--- config.mk ---
export PLATFORM = sky130hd
export DESIGN_NAME = sdc_cfg
export DESIGN_NICKNAME = d
export VERILOG_FILES = /design/src/sdc_pkg.sv /design/src/sdc_timer_if.sv /design/src/sdc_refresh_timer.sv /design/src/sdc_cfg.sv
export SDC_FILE = /design/constraint.sdc
export NUM_CORES = 1
export LEC_CHECK = 0
export BUFFER_PORTS_ARGS = -buffer_cell sky130_fd_sc_hd__clkbuf_2
export CAP_MARGIN = 15
export CORE_ASPECT_RATIO = 1.25
export CORE_MARGIN = 1
export CORE_UTILIZATION = 48
export CTS_CLUSTER_DIAMETER = 100
export DETAILED_ROUTE_END_ITERATION = 12
export GPL_TIMING_DRIVEN = 0
export PLACE_DENSITY = 0.71
export SETUP_SLACK_MARGIN = 0.15
export SKIP_CTS_REPAIR_TIMING = 1
export SKIP_LAST_GASP = 1
export SLEW_MARGIN = 10
export SYNTH_ARGS = -nofsm -noshare
export SYNTH_HDL_FRONTEND = slang
export SYNTH_SLANG_ARGS = --single-unit
--- constraint.sdc ---
create_clock -name aclk -period 2.6 [get_ports aclk]
set_input_delay 0.26 -clock aclk [delete_from_list [all_inputs] [get_ports aclk]]
set_output_delay 0.26 -clock aclk [all_outputs]
set_load 0.01 [all_outputs]
--- src/sdc_pkg.sv ---
// package: register map, fields, reset values and timing for the sdram config block
package sdc_pkg;
   localparam logic [7:0] OFF_MODE = 8'h00;
   localparam logic [7:0] OFF_REFRESH_INTERVAL = 8'h04;
   localparam logic [7:0] OFF_GEOMETRY_AND_TIMING = 8'h08;
   localparam logic [7:0] OFF_POWER_SAVING_CONFIG = 8'h10;
   localparam logic [7:0] OFF_IRQ_ENABLE_SET = 8'h14;
   localparam logic [7:0] OFF_IRQ_DISABLE_SET = 8'h18;
   localparam logic [7:0] OFF_IRQ_MASK = 8'h1C;
   localparam logic [7:0] OFF_IRQ_STATUS = 8'h20;
   localparam logic [7:0] OFF_MEM_DEVICE = 8'h24;
   localparam logic [31:0] GEOMETRY_RESET = 32'h852372C0;
   localparam logic [31:0] POWER_RESET = 32'h00000000;
   localparam int COL_POS = 0;
   localparam int ROW_POS = 2;
   localparam int BANK_POS = 4;
   localparam int CAS_POS = 5;
   localparam int WIDTH_POS = 7;
   localparam int WR_POS = 8;
   localparam int RC_POS = 12;
   localparam int RP_POS = 16;
   localparam int RCD_POS = 20;
   localparam int RAS_POS = 24;
   localparam int XSR_POS = 28;
   localparam int LP_SEL_POS = 0;
   localparam int PARTIAL_ARRAY_REFRESH_POS = 4;
   localparam int TEMP_COMP_REFRESH_POS = 8;
   localparam int DS_POS = 10;
   localparam int TIMEOUT_POS = 12;
   localparam int REFRESH_ERR_BIT = 0;
   localparam logic [11:0] REFRESH_COUNT_RESET = 12'h000;
   localparam logic [1:0] LP_NONE = 2'h0;
   localparam logic [1:0] LP_SELF = 2'h1;
   localparam logic [1:0] LP_PDOWN = 2'h2;
   localparam logic [1:0] LP_DEEP = 2'h3;
   localparam logic [7:0] IDLE_64 = 8'h40;
   localparam logic [7:0] IDLE_128 = 8'h80;
   typedef enum logic [2:0] {
      SDC_IDLE = 3'b000,
      SDC_ACTIVE = 3'b001,
      SDC_LOWPOWER = 3'b011,
      SDC_EXIT = 3'b010,
      SDC_DEEP = 3'b110
   } sdc_state_t;
endpackage

--- src/sdc_timer_if.sv ---
// interface: refresh timer load and pulse between the config core and its timer
`timescale 1ns/1ns
interface sdc_timer_if;
   logic armed;
   logic load;
   logic [11:0] count;
   logic pulse;
   modport core (output armed, output load, output count, input pulse);
   modport timer (input armed, input load, input count, output pulse);
endinterface

--- src/sdc_refresh_timer.sv ---
// refresh interval down-timer
`timescale 1ns/1ns
module sdc_refresh_timer (
   input wire logic aclk,
   input wire logic aresetn,
   input wire logic ce,
   sdc_timer_if.timer tif
);
   typedef struct packed {
      logic [11:0] cnt;
      logic pulse;
   } sdc_tmr_t;
   sdc_tmr_t st;
   sdc_tmr_t next_st;

   always_comb
   begin
      next_st = st;
      next_st.pulse = 1'b0;
      if (!tif.armed || tif.load)
      begin
         next_st.cnt = tif.count;
      end
      else if (st.cnt == 12'h000)
      begin
         next_st.cnt = tif.count;
         next_st.pulse = 1'b1;
      end
      else
      begin
         next_st.cnt = st.cnt - 12'h001;
      end
   end

   always_ff @(posedge aclk)
   begin
      if (!aresetn)
      begin
         st <= '0;
      end
      else if (ce)
      begin
         st <= next_st;
      end
   end

   // never armed until software writes the count
   assign tif.pulse = st.pulse & tif.armed;
endmodule

--- src/sdc_cfg.sv ---
// sdram controller configuration, refresh timing and low-power policy
//
// Added by the designer: the register offsets and the AXI4-Lite register port.
`timescale 1ns/1ns
// Function
// - programmed 12-bit count reloads a down-timer; expiry pulses one refresh burst
// - no refresh at all until the refresh count is written
// - column field selects 8 to 11 column bits, reset 8
// - row field selects 11 to 13 row bits, code 11 reserved
// - bank bit selects two or four banks, reset two
// - cas field selects latency 1 to 3, code 00 reserved
// - width bit: 0 is 32-bit bus, 1 is 16-bit, reset 16
// - write recovery of 0 to 15 cycles, reset 2
// - refresh to activate wait of 0 to 15 cycles, reset 7
// - precharge to next command wait of 0 to 15, reset 3
// - activate to read or write wait of 0 to 15, reset 2
// - activate to precharge wait at least 0 to 15, reset 5
// - self-refresh exit wait from clock enable high, reset 8
// - low-power select 00 issues no low-power command
// - select 01 uses self-refresh, clock stopped, clock enable low
// - select 10 powers down after each access, clock enable low
// - select 11 issues deep power-down, low-power sdram only
// - partial array, temperature and drive parameters sent at initialization
// - idle timeout: immediate, 64 or 128 cycles, code 11 reserved
// - writing 1 to enable bit sets the refresh-error mask
// - writing 1 to disable bit clears the refresh-error mask
// - refresh-error status sets on error, clears on status read
// - refreshes continue while the memory sits in power-down
module sdc_cfg (
   input wire logic aclk,
   input wire logic aresetn,
   input wire logic ce,
   input wire logic [7:0] s_axi_awaddr,
   input wire logic s_axi_awvalid,
   output logic s_axi_awready,
   input wire logic [31:0] s_axi_wdata,
   input wire logic [3:0] s_axi_wstrb,
   input wire logic s_axi_wvalid,
   output logic s_axi_wready,
   output logic [1:0] s_axi_bresp,
   output logic s_axi_bvalid,
   input wire logic s_axi_bready,
   input wire logic [7:0] s_axi_araddr,
   input wire logic s_axi_arvalid,
   output logic s_axi_arready,
   output logic [31:0] s_axi_rdata,
   output logic [1:0] s_axi_rresp,
   output logic s_axi_rvalid,
   input wire logic s_axi_rready,
   input wire logic access_req,
   input wire logic access_done,
   input wire logic refresh_error,
   output logic refresh_req,
   output logic mem_ready,
   output logic mem_clock_enable,
   output logic mem_clock_out_en,
   output logic self_refresh_cmd,
   output logic power_down_cmd,
   output logic deep_power_down_cmd,
   output logic [1:0] column_bits_sel,
   output logic [1:0] row_bits_sel,
   output logic bank_count_sel,
   output logic [1:0] cas_latency_sel,
   output logic bus_width_sel,
   output logic [3:0] write_recovery_delay,
   output logic [3:0] refresh_to_activate_delay,
   output logic [3:0] precharge_delay,
   output logic [3:0] row_to_column_delay,
   output logic [3:0] active_to_precharge_delay,
   output logic [3:0] selfref_exit_delay,
   output logic [2:0] partial_array_refresh,
   output logic [1:0] temp_comp_refresh,
   output logic [1:0] output_drive_strength,
   output logic [2:0] command_mode,
   output logic [1:0] mem_device_type,
   output logic irq
);
   typedef struct packed {
      logic aw_full;
      logic [7:0] aw_addr;
      logic w_full;
      logic [31:0] w_data;
      logic [3:0] w_strb;
      logic bvalid;
      logic [1:0] bresp;
      logic rvalid;
      logic [1:0] rresp;
      logic [31:0] rdata;
      logic [2:0] mode;
      logic [11:0] refresh_count;
      logic refresh_armed;
      logic timer_load;
      logic [31:0] geometry;
      logic [31:0] power;
      logic irq_mask;
      logic err_status;
      logic [1:0] device;
      sdc_pkg::sdc_state_t fsm;
      logic [7:0] idle_cnt;
      logic [3:0] exit_cnt;
      logic irq;
   } sdc_cfg_t;
   sdc_cfg_t st;
   sdc_cfg_t next_st;
   sdc_timer_if tif ();

   logic wr_fire;
   logic rd_fire;
   logic [31:0] rd_word;
   logic [31:0] wmask;
   logic [7:0] idle_limit;
   logic [1:0] lp_sel;

   // byte enables expanded to a bit mask
   genvar gi;
   generate
      for (gi = 0; gi < 4; gi++)
      begin : g_lane
         assign wmask[gi*8 +: 8] = {8{st.w_strb[gi]}};
      end
   endgenerate

   assign wr_fire = st.aw_full && st.w_full && !st.bvalid;
   assign rd_fire = s_axi_arvalid && !st.rvalid;
   assign lp_sel = st.power[sdc_pkg::LP_SEL_POS +: 2];

   always_comb
   begin
      unique case (s_axi_araddr)
         sdc_pkg::OFF_MODE: rd_word = {29'h0, st.mode};
         sdc_pkg::OFF_REFRESH_INTERVAL: rd_word = {20'h0, st.refresh_count};
         sdc_pkg::OFF_GEOMETRY_AND_TIMING: rd_word = st.geometry;
         sdc_pkg::OFF_POWER_SAVING_CONFIG: rd_word = st.power;
         sdc_pkg::OFF_IRQ_MASK: rd_word = {31'h0, st.irq_mask};
         sdc_pkg::OFF_IRQ_STATUS: rd_word = {31'h0, st.err_status};
         sdc_pkg::OFF_MEM_DEVICE: rd_word = {30'h0, st.device};
         default: rd_word = 32'h00000000;
      endcase
   end

   always_comb
   begin
      unique case (st.power[sdc_pkg::TIMEOUT_POS +: 2])
         2'h1: idle_limit = sdc_pkg::IDLE_64;
         2'h2: idle_limit = sdc_pkg::IDLE_128;
         default: idle_limit = 8'h00;
      endcase
   end

   always_comb
   begin
      next_st = st;
      next_st.timer_load = 1'b0;
      if (s_axi_awvalid && !st.aw_full)
      begin
         next_st.aw_full = 1'b1;
         next_st.aw_addr = s_axi_awaddr;
      end
      if (s_axi_wvalid && !st.w_full)
      begin
         next_st.w_full = 1'b1;
         next_st.w_data = s_axi_wdata;
         next_st.w_strb = s_axi_wstrb;
      end
      if (st.bvalid && s_axi_bready)
      begin
         next_st.bvalid = 1'b0;
      end
      if (st.rvalid && s_axi_rready)
      begin
         next_st.rvalid = 1'b0;
      end
      if (refresh_error)
      begin
         next_st.err_status = 1'b1;
      end
      if (wr_fire)
      begin
         next_st.aw_full = 1'b0;
         next_st.w_full = 1'b0;
         next_st.bvalid = 1'b1;
         next_st.bresp = 2'h0;
         unique case (st.aw_addr)
            sdc_pkg::OFF_MODE:
            begin
               next_st.mode = (st.mode & ~wmask[2:0]) | (st.w_data[2:0] & wmask[2:0]);
            end
            sdc_pkg::OFF_REFRESH_INTERVAL:
            begin
               next_st.refresh_count = (st.refresh_count & ~wmask[11:0]) | (st.w_data[11:0] & wmask[11:0]);
               next_st.refresh_armed = st.refresh_armed | (|st.w_strb[1:0]);
               next_st.timer_load = 1'b1;
            end
            sdc_pkg::OFF_GEOMETRY_AND_TIMING:
            begin
               next_st.geometry = (st.geometry & ~wmask) | (st.w_data & wmask);
            end
            sdc_pkg::OFF_POWER_SAVING_CONFIG:
            begin
               next_st.power = ((st.power & ~wmask) | (st.w_data & wmask)) & 32'h00003F73;
            end
            sdc_pkg::OFF_IRQ_ENABLE_SET:
            begin
               if (st.w_strb[0] && st.w_data[sdc_pkg::REFRESH_ERR_BIT])
               begin
                  next_st.irq_mask = 1'b1;
               end
            end
            sdc_pkg::OFF_IRQ_DISABLE_SET:
            begin
               if (st.w_strb[0] && st.w_data[sdc_pkg::REFRESH_ERR_BIT])
               begin
                  next_st.irq_mask = 1'b0;
               end
            end
            sdc_pkg::OFF_MEM_DEVICE:
            begin
               next_st.device = (st.device & ~wmask[1:0]) | (st.w_data[1:0] & wmask[1:0]);
            end
            default:
            begin
               next_st.bresp = 2'h2;
            end
         endcase
      end
      if (rd_fire)
      begin
         next_st.rvalid = 1'b1;
         next_st.rdata = rd_word;
         next_st.rresp = 2'h0;
         unique case (s_axi_araddr)
            sdc_pkg::OFF_MODE, sdc_pkg::OFF_REFRESH_INTERVAL, sdc_pkg::OFF_GEOMETRY_AND_TIMING,
            sdc_pkg::OFF_POWER_SAVING_CONFIG, sdc_pkg::OFF_IRQ_MASK, sdc_pkg::OFF_MEM_DEVICE:
            begin
               next_st.rresp = 2'h0;
            end
            sdc_pkg::OFF_IRQ_STATUS:
            begin
               // a fresh error in the read cycle survives the clear
               next_st.err_status = refresh_error;
            end
            default:
            begin
               next_st.rresp = 2'h2;
            end
         endcase
      end
      // idle counter runs in master clock cycles
      if (access_req || st.fsm != sdc_pkg::SDC_IDLE)
      begin
         next_st.idle_cnt = 8'h00;
      end
      else if (st.idle_cnt != idle_limit)
      begin
         next_st.idle_cnt = st.idle_cnt + 8'h01;
      end
      unique case (st.fsm)
         sdc_pkg::SDC_IDLE:
         begin
            if (access_req)
            begin
               next_st.fsm = sdc_pkg::SDC_ACTIVE;
            end
            else if (lp_sel != sdc_pkg::LP_NONE && st.idle_cnt == idle_limit)
            begin
               next_st.fsm = (lp_sel == sdc_pkg::LP_DEEP) ? sdc_pkg::SDC_DEEP : sdc_pkg::SDC_LOWPOWER;
            end
         end
         sdc_pkg::SDC_ACTIVE:
         begin
            if (access_done)
            begin
               next_st.fsm = sdc_pkg::SDC_IDLE;
            end
         end
         sdc_pkg::SDC_LOWPOWER:
         begin
            if (access_req || lp_sel == sdc_pkg::LP_NONE)
            begin
               next_st.fsm = sdc_pkg::SDC_EXIT;
               next_st.exit_cnt = (lp_sel == sdc_pkg::LP_SELF) ? st.geometry[sdc_pkg::XSR_POS +: 4] : 4'h0;
            end
         end
         sdc_pkg::SDC_EXIT:
         begin
            if (st.exit_cnt == 4'h0)
            begin
               next_st.fsm = access_req ? sdc_pkg::SDC_ACTIVE : sdc_pkg::SDC_IDLE;
            end
            else
            begin
               next_st.exit_cnt = st.exit_cnt - 4'h1;
            end
         end
         sdc_pkg::SDC_DEEP:
         begin
            // data lost: only a new low-power select in the power-saving register leaves it
            if (lp_sel != sdc_pkg::LP_DEEP)
            begin
               next_st.fsm = sdc_pkg::SDC_IDLE;
            end
         end
         default:
         begin
            next_st.fsm = sdc_pkg::SDC_IDLE;
         end
      endcase
      next_st.irq = next_st.err_status & next_st.irq_mask;
   end

   always_ff @(posedge aclk)
   begin
      if (!aresetn)
      begin
         st <= '0;
         st.refresh_count <= sdc_pkg::REFRESH_COUNT_RESET;
         st.geometry <= sdc_pkg::GEOMETRY_RESET;
         st.power <= sdc_pkg::POWER_RESET;
         st.fsm <= sdc_pkg::SDC_IDLE;
      end
      else if (ce)
      begin
         st <= next_st;
      end
   end

   assign tif.armed = st.refresh_armed;
   assign tif.load = st.timer_load;
   assign tif.count = st.refresh_count;

   sdc_refresh_timer u_timer (
      .aclk(aclk),
      .aresetn(aresetn),
      .ce(ce),
      .tif(tif)
   );

   // refresh keeps running in power-down; self-refresh memory refreshes itself
   assign refresh_req = tif.pulse && !(st.fsm == sdc_pkg::SDC_LOWPOWER && lp_sel == sdc_pkg::LP_SELF)
                        && st.fsm != sdc_pkg::SDC_DEEP;

   assign s_axi_awready = !st.aw_full;
   assign s_axi_wready = !st.w_full;
   assign s_axi_bvalid = st.bvalid;
   assign s_axi_bresp = st.bresp;
   assign s_axi_arready = !st.rvalid;
   assign s_axi_rvalid = st.rvalid;
   assign s_axi_rresp = st.rresp;
   assign s_axi_rdata = st.rdata;

   assign mem_ready = st.fsm == sdc_pkg::SDC_ACTIVE;
   assign mem_clock_enable = !(st.fsm == sdc_pkg::SDC_LOWPOWER || st.fsm == sdc_pkg::SDC_DEEP);
   assign mem_clock_out_en = !((st.fsm == sdc_pkg::SDC_LOWPOWER && lp_sel == sdc_pkg::LP_SELF)
                               || st.fsm == sdc_pkg::SDC_DEEP);
   assign self_refresh_cmd = st.fsm == sdc_pkg::SDC_LOWPOWER && lp_sel == sdc_pkg::LP_SELF;
   assign power_down_cmd = st.fsm == sdc_pkg::SDC_LOWPOWER && lp_sel == sdc_pkg::LP_PDOWN;
   assign deep_power_down_cmd = st.fsm == sdc_pkg::SDC_DEEP;

   assign column_bits_sel = st.geometry[sdc_pkg::COL_POS +: 2];
   assign row_bits_sel = st.geometry[sdc_pkg::ROW_POS +: 2];
   assign bank_count_sel = st.geometry[sdc_pkg::BANK_POS];
   assign cas_latency_sel = st.geometry[sdc_pkg::CAS_POS +: 2];
   assign bus_width_sel = st.geometry[sdc_pkg::WIDTH_POS];
   assign write_recovery_delay = st.geometry[sdc_pkg::WR_POS +: 4];
   assign refresh_to_activate_delay = st.geometry[sdc_pkg::RC_POS +: 4];
   assign precharge_delay = st.geometry[sdc_pkg::RP_POS +: 4];
   assign row_to_column_delay = st.geometry[sdc_pkg::RCD_POS +: 4];
   assign active_to_precharge_delay = st.geometry[sdc_pkg::RAS_POS +: 4];
   assign selfref_exit_delay = st.geometry[sdc_pkg::XSR_POS +: 4];
   assign partial_array_refresh = st.power[sdc_pkg::PARTIAL_ARRAY_REFRESH_POS +: 3];
   assign temp_comp_refresh = st.power[sdc_pkg::TEMP_COMP_REFRESH_POS +: 2];
   assign output_drive_strength = st.power[sdc_pkg::DS_POS +: 2];
   assign command_mode = st.mode;
   assign mem_device_type = st.device;
   assign irq = st.irq;
endmodule

Word level (Yosys, flattened, before mapping)
Index checks and enable logic that the tools add are counted.
Storage, ports and cells
  flip-flop bits (word level): 177
  word-level logic and storage cells: 180
Cells by class
  add/sub/neg operators: 3
  eq/ne operators: 31
  multiplexer cells: 41
  bitwise gates (word level): 21
  reduce and logical (&&, ||, !) cells: 59
Operator list (number)
  32-bit case mux with 7 select lines: 1
  66-bit 2-to-1 mux: 1
  32-bit bitwise AND: 2
  8-bit by 5-bit equality test with 1-bit output (second input constant): 5
  37-bit 2-to-1 mux: 1
  35-bit 2-to-1 mux: 1
  32-bit 2-to-1 mux: 1
  32-bit inverter: 1
  32-bit OR: 1
  12-bit bitwise AND: 2
  8-bit by 6-bit equality test with 1-bit output (second input constant): 3
  12-bit 2-to-1 mux: 2
  3-bit 2-to-1 mux: 8
  2-bit AND reduction: 9
  8-bit by 3-bit equality test with 1-bit output (second input constant): 2
  8-bit by 4-bit equality test with 1-bit output (second input constant): 2
  8-bit logical NOT: 2
  8-bit 2-to-1 mux: 2
  8-bit case mux with 2 select lines: 1
  3-bit case mux with 5 select lines: 1
  3-bit AND reduction: 5
  14-bit bitwise AND: 1
  14-bit 2-to-1 mux: 1
  14-bit OR: 1
  other kinds (42): 99

Longest topological paths before layout
  word-level depth: 7
  gate-level depth with buffers: 8

Cells and area by module
Synthesis repeated with hierarchy kept, for this count alone.
Second synthesis, totals
  cells, all modules: 984
  area, all modules: 8333.0 um2
Modules (own cells, without submodules)
  sdc_cfg: instances 1, cells each 865, area each 7432.1 um2, seq. area each 3243.1 um2
  sdc_refresh_timer: instances 1, cells each 119, area each 900.9 um2, seq. area each 260.2 um2

Least setup slack after synthesis
OpenSTA, ideal clock, no wires.
  path kind: register to register
  start point: register u_timer.st[1] (netlist bit)
  end point: register u_timer.st[7] (netlist bit)
  setup time: 117 ps
  data arrival time: 2068 ps
  required time: 2483 ps
  slack: 414 ps
  cell stages (with the launch flop): 8
  period minus slack after synthesis: 2186 ps
  path through: dfxtp_1 > inv_1 > ha_1 > or4b_4 > nor4_4 > nor2_2 > mux2_1 > a32o_1
On the way
  cells in the longest elaborated chain, start to end: 3
  elaborated cells between the ends (all ways): 4
  those cells by class: add/sub (1); mux (2); reduce/logical (1)
Ends and longest elaborated chain
  start, declared: line sdc_refresh_timer.sv:13  | sdc_tmr_t st;
  start signal, assigned: line sdc_refresh_timer.sv:43  | st <= next_st;
  12-bit by 1-bit subtractor with 12-bit output or 12-bit logical NOT (tied branches): line sdc_refresh_timer.sv:31, sdc_refresh_timer.sv:24
  12-bit 2-to-1 mux *: line sdc_refresh_timer.sv:24  | else if (st.cnt == 12'h000)
  12-bit 2-to-1 mux *: line sdc_refresh_timer.sv:20  | if (!tif.armed || tif.load)
Mark *: on every way between the ends. The rest lies on a longest branch, timed or not.
A chain may end at the register's enable or synchronous reset.

==> results by group <==
GRT
  • Pin count of the biggest net entering global routing: 17
  • Initial antenna violation count: 0
  • Global-route usage over all layers: 0.266
  • First-pass GRT wire length: 35,800 um
  • Total global routing overflow: 0
  • Vias in the first global route: 6,750

Die
  • IO Count: approximately 160
  • Initial core utilization: 0.495
  • Die area: around 17,000 sq um
  • Core Footprint: around 16,000 sq um
  • # rows: 52
  • DIE HEIGHT: around 150 um
  • Die X: around 120 um

Placed design
  • HPWL after DPL: roughly 17,000 um
  • IO Port Bufs: 150
  • Dpl cell area: between 9000 and 10,000 sq um
  • Global placer's final weighted congestion: slightly above 0.9

Finish
  • FILL cells: roughly 1,500
  • Commonest non-fill, non-tap cell in the layout: dfxtp_1
  • Nets: between 1,000 and 1,500
  • Most frequent cells in the layout: dfxtp_1 (175), clkbuf_2 (151), nand2_1 (133)
  • Footprint of the multi-input gates: between 3000 and 4000 sq um
  • Layout cell share with drive strength beyond 1: 0.252
  • # diodes: 0
  • Sequential cell area: ~3500 sq um
  • Fin area: a little under 10,000 sq um
  • Area added between synthesis and finish: 21.1%

Timing
  • Final setup fails: 0
  • Fmax: 423 MHz
  • Worst-margin pin slew: 0.789 ns
  • Unrepaired setup endpoints after global routing: true
  • Tmin final: approximately 2.4 ns
  • Setup_tns: 0 ns
  • Worst clock skew: ~0.0078 ns
  • Final number of max-transition violations: 0
  • Rel. slew slack: 0.474
  • Final Hold Viols: 0
  • Final worst-path cycle share: 0.910

Synth
  • Average size of a mapped cell: roughly 8.4 sq um
  • Seq/Total Area, Yosys: 0.435
  • Syn Std Cell Area: approximately 8000 sq um
  • Top cells by area, synth: dfxtp_1 (44%), buf_4 (7.4%), nand2_1 (6.2%)
  • Leading area contributor after synthesis: dfxtp_1
  • Post-synth top area share: 0.435
  • Number of synthesized flops with an enable pin: 0
  • Synth Warn #: 0
  • Seq cells post-synth: between 150 and 200
  • Async SR Flop Fraction: 0
  • Mapped Cells: 958
  • Main flop type after synthesis: dfxtp_1
  • Yosys cell types: a little under 70

Setup path
  • CP Class: reg -> reg
  • Startpoint types: register
  • Worst Path Arrival: around 2.7 ns
  • Critical path fanouts, max: 10
  • Crit end category: register
  • WP data required: 2.90 ns

Power
  • LEAKAGE: 4.26 nW
  • Pwr per Cell Area: 604 nW/um^2
  • Max VDD drop: 0.363 mV

Route
  • Vias per cell: 5.38
  • Total wire length: ~23,000 um
  • Final ANT Viol Nets: 0
  • TritonRoute pass-1 iters: 7
  • # DRC: 0
  • DR WL/cell: between 15 and 20 um
  • Via count: 7,318
  • DRT iter0 DRCs: 596

Hold path
  • Worst hold path type: in -> reg

Status
  • Outcome: finished, final reports clean

CTS
  • Sink Count: ~180
  • TritonCTS buffer count: 17
  • Clk slew on worst S/H paths: 0.07 ns
  • H-tree depth: 4
  • Clk_lat worst skew: around 0.43 ns
  • CTS Root Buffer Type: clkbuf_16
  • TritonCTS clock tree: done
  • CTS max path bufs: 2

Job
  • Max_cap viols: 0
==> final cells by class <==
class,count,share of cell area
clock buffer,21,0.0483
tap,216,0.0277
clock inverter,11,0.0169
multi-input combinational,624,0.375
sequential,175,0.359
buffer,142,0.0866
timing repair buffer,153,0.0793
inverter,18,0.00693
==> metrics by stage <==
stage | setup slack (ns) | utilization | cells | hold slack, ns | total power, W
floorplan | 0.414 | - | 959 | 0.396 | 0.00304
global placement | 0.125 | 0.558 | 1325 | 0.441 | 0.00320
detailed placement | 0.141 | 0.558 | 1325 | 0.446 | 0.00320
CTS | 0.113 | 0.597 | 1357 | 0.0344 | 0.00590
global route | 0.152 | 0.599 | 1360 | 0.0373 | 0.00607
finish | 0.235 | 0.599 | 1360 | 0.0419 | 0.00589
==> metal layers <==
| metal | vias up | wire length [um] | global-route usage |
|---|---|---|---|
| met5 | - | 0 | 0 |
| met4 | 0 | 647 | 0.101 |
| met3 | 40 | 1380 | 0.0435 |
| met2 | 273 | 10700 | 0.441 |
| met1 | 3374 | 10100 | 0.346 |
| li1 | 3631 | - | - |
==> logic make-up after synthesis <==
group,after synthesis,share of synthesized area
AND/OR/NAND/NOR,364,0.215
AO/OA/AOI/OAI,199,0.160
adder cells (fa/ha/maj),5,0.00777
buffers and inverters,160,0.113
multiplexers,47,0.0603
XOR/XNOR,7,0.00762
flip-flops,175,0.435
other,1,0.000466
==> power by group <==
part	switching, W	internal (W)	total, W
sequential	0.0000367	0.00272	0.00276
combinational	0.000260	0.000133	0.000393
clock	0.00112	0.00162	0.00274
total	0.00142	0.00448	0.00589
==> cells in the mapped netlist, drive strengths merged, types with 2 or more instances <==
| cell | number |
|---|---|
| a211oi | 3 |
| a21o | 2 |
| a21oi | 69 |
| a22o | 14 |
| a22oi | 29 |
| a311o | 2 |
| a311oi | 2 |
| a31oi | 5 |
| a32o | 5 |
| and2 | 4 |
| and3 | 6 |
| and3b | 3 |
| buf | 88 |
| clkbuf | 54 |
| dfxtp | 175 |
| ha | 5 |
| inv | 18 |
| mux2 | 2 |
| mux2i | 44 |
| nand2 | 133 |
| nand2b | 4 |
| nand3 | 48 |
| nand3b | 3 |
| nand4 | 7 |
| nand4b | 3 |
| nor2 | 90 |
| nor2b | 6 |
| nor3 | 15 |
| nor3b | 5 |
| nor4 | 15 |
| nor4b | 2 |
| o211ai | 2 |
| o21ai | 38 |
| o2bb2ai | 7 |
| o31ai | 8 |
| o32ai | 2 |
| o41ai | 2 |
| or2 | 4 |
| or3 | 2 |
| or3b | 2 |
| or4 | 6 |
| or4b | 4 |
| xnor2 | 2 |
| xor2 | 5 |
==> final timing paths <==
kind | from | to | slack [ns] | depth (start not counted)
setup reg to reg | st[175] | register | 0.23 | 5
hold / removal | s_axi_wdata[0] | st[143] | 0.04 | 3
setup / recovery | st[175] | register | 0.23 | 5
hold reg to reg | st[141] | st[141] | 0.46 | 2
==> worst max-delay path, cell delays in order (launching register included) <==
cell and delay [ns]:
dfxtp_1 0.39, and4b_1 0.36, clkbuf_1 0.56, nand3_1 0.54, mux2i_1 0.33, nor2_1 0.06
Note: power is estimated with default switching activity, not from simulation.
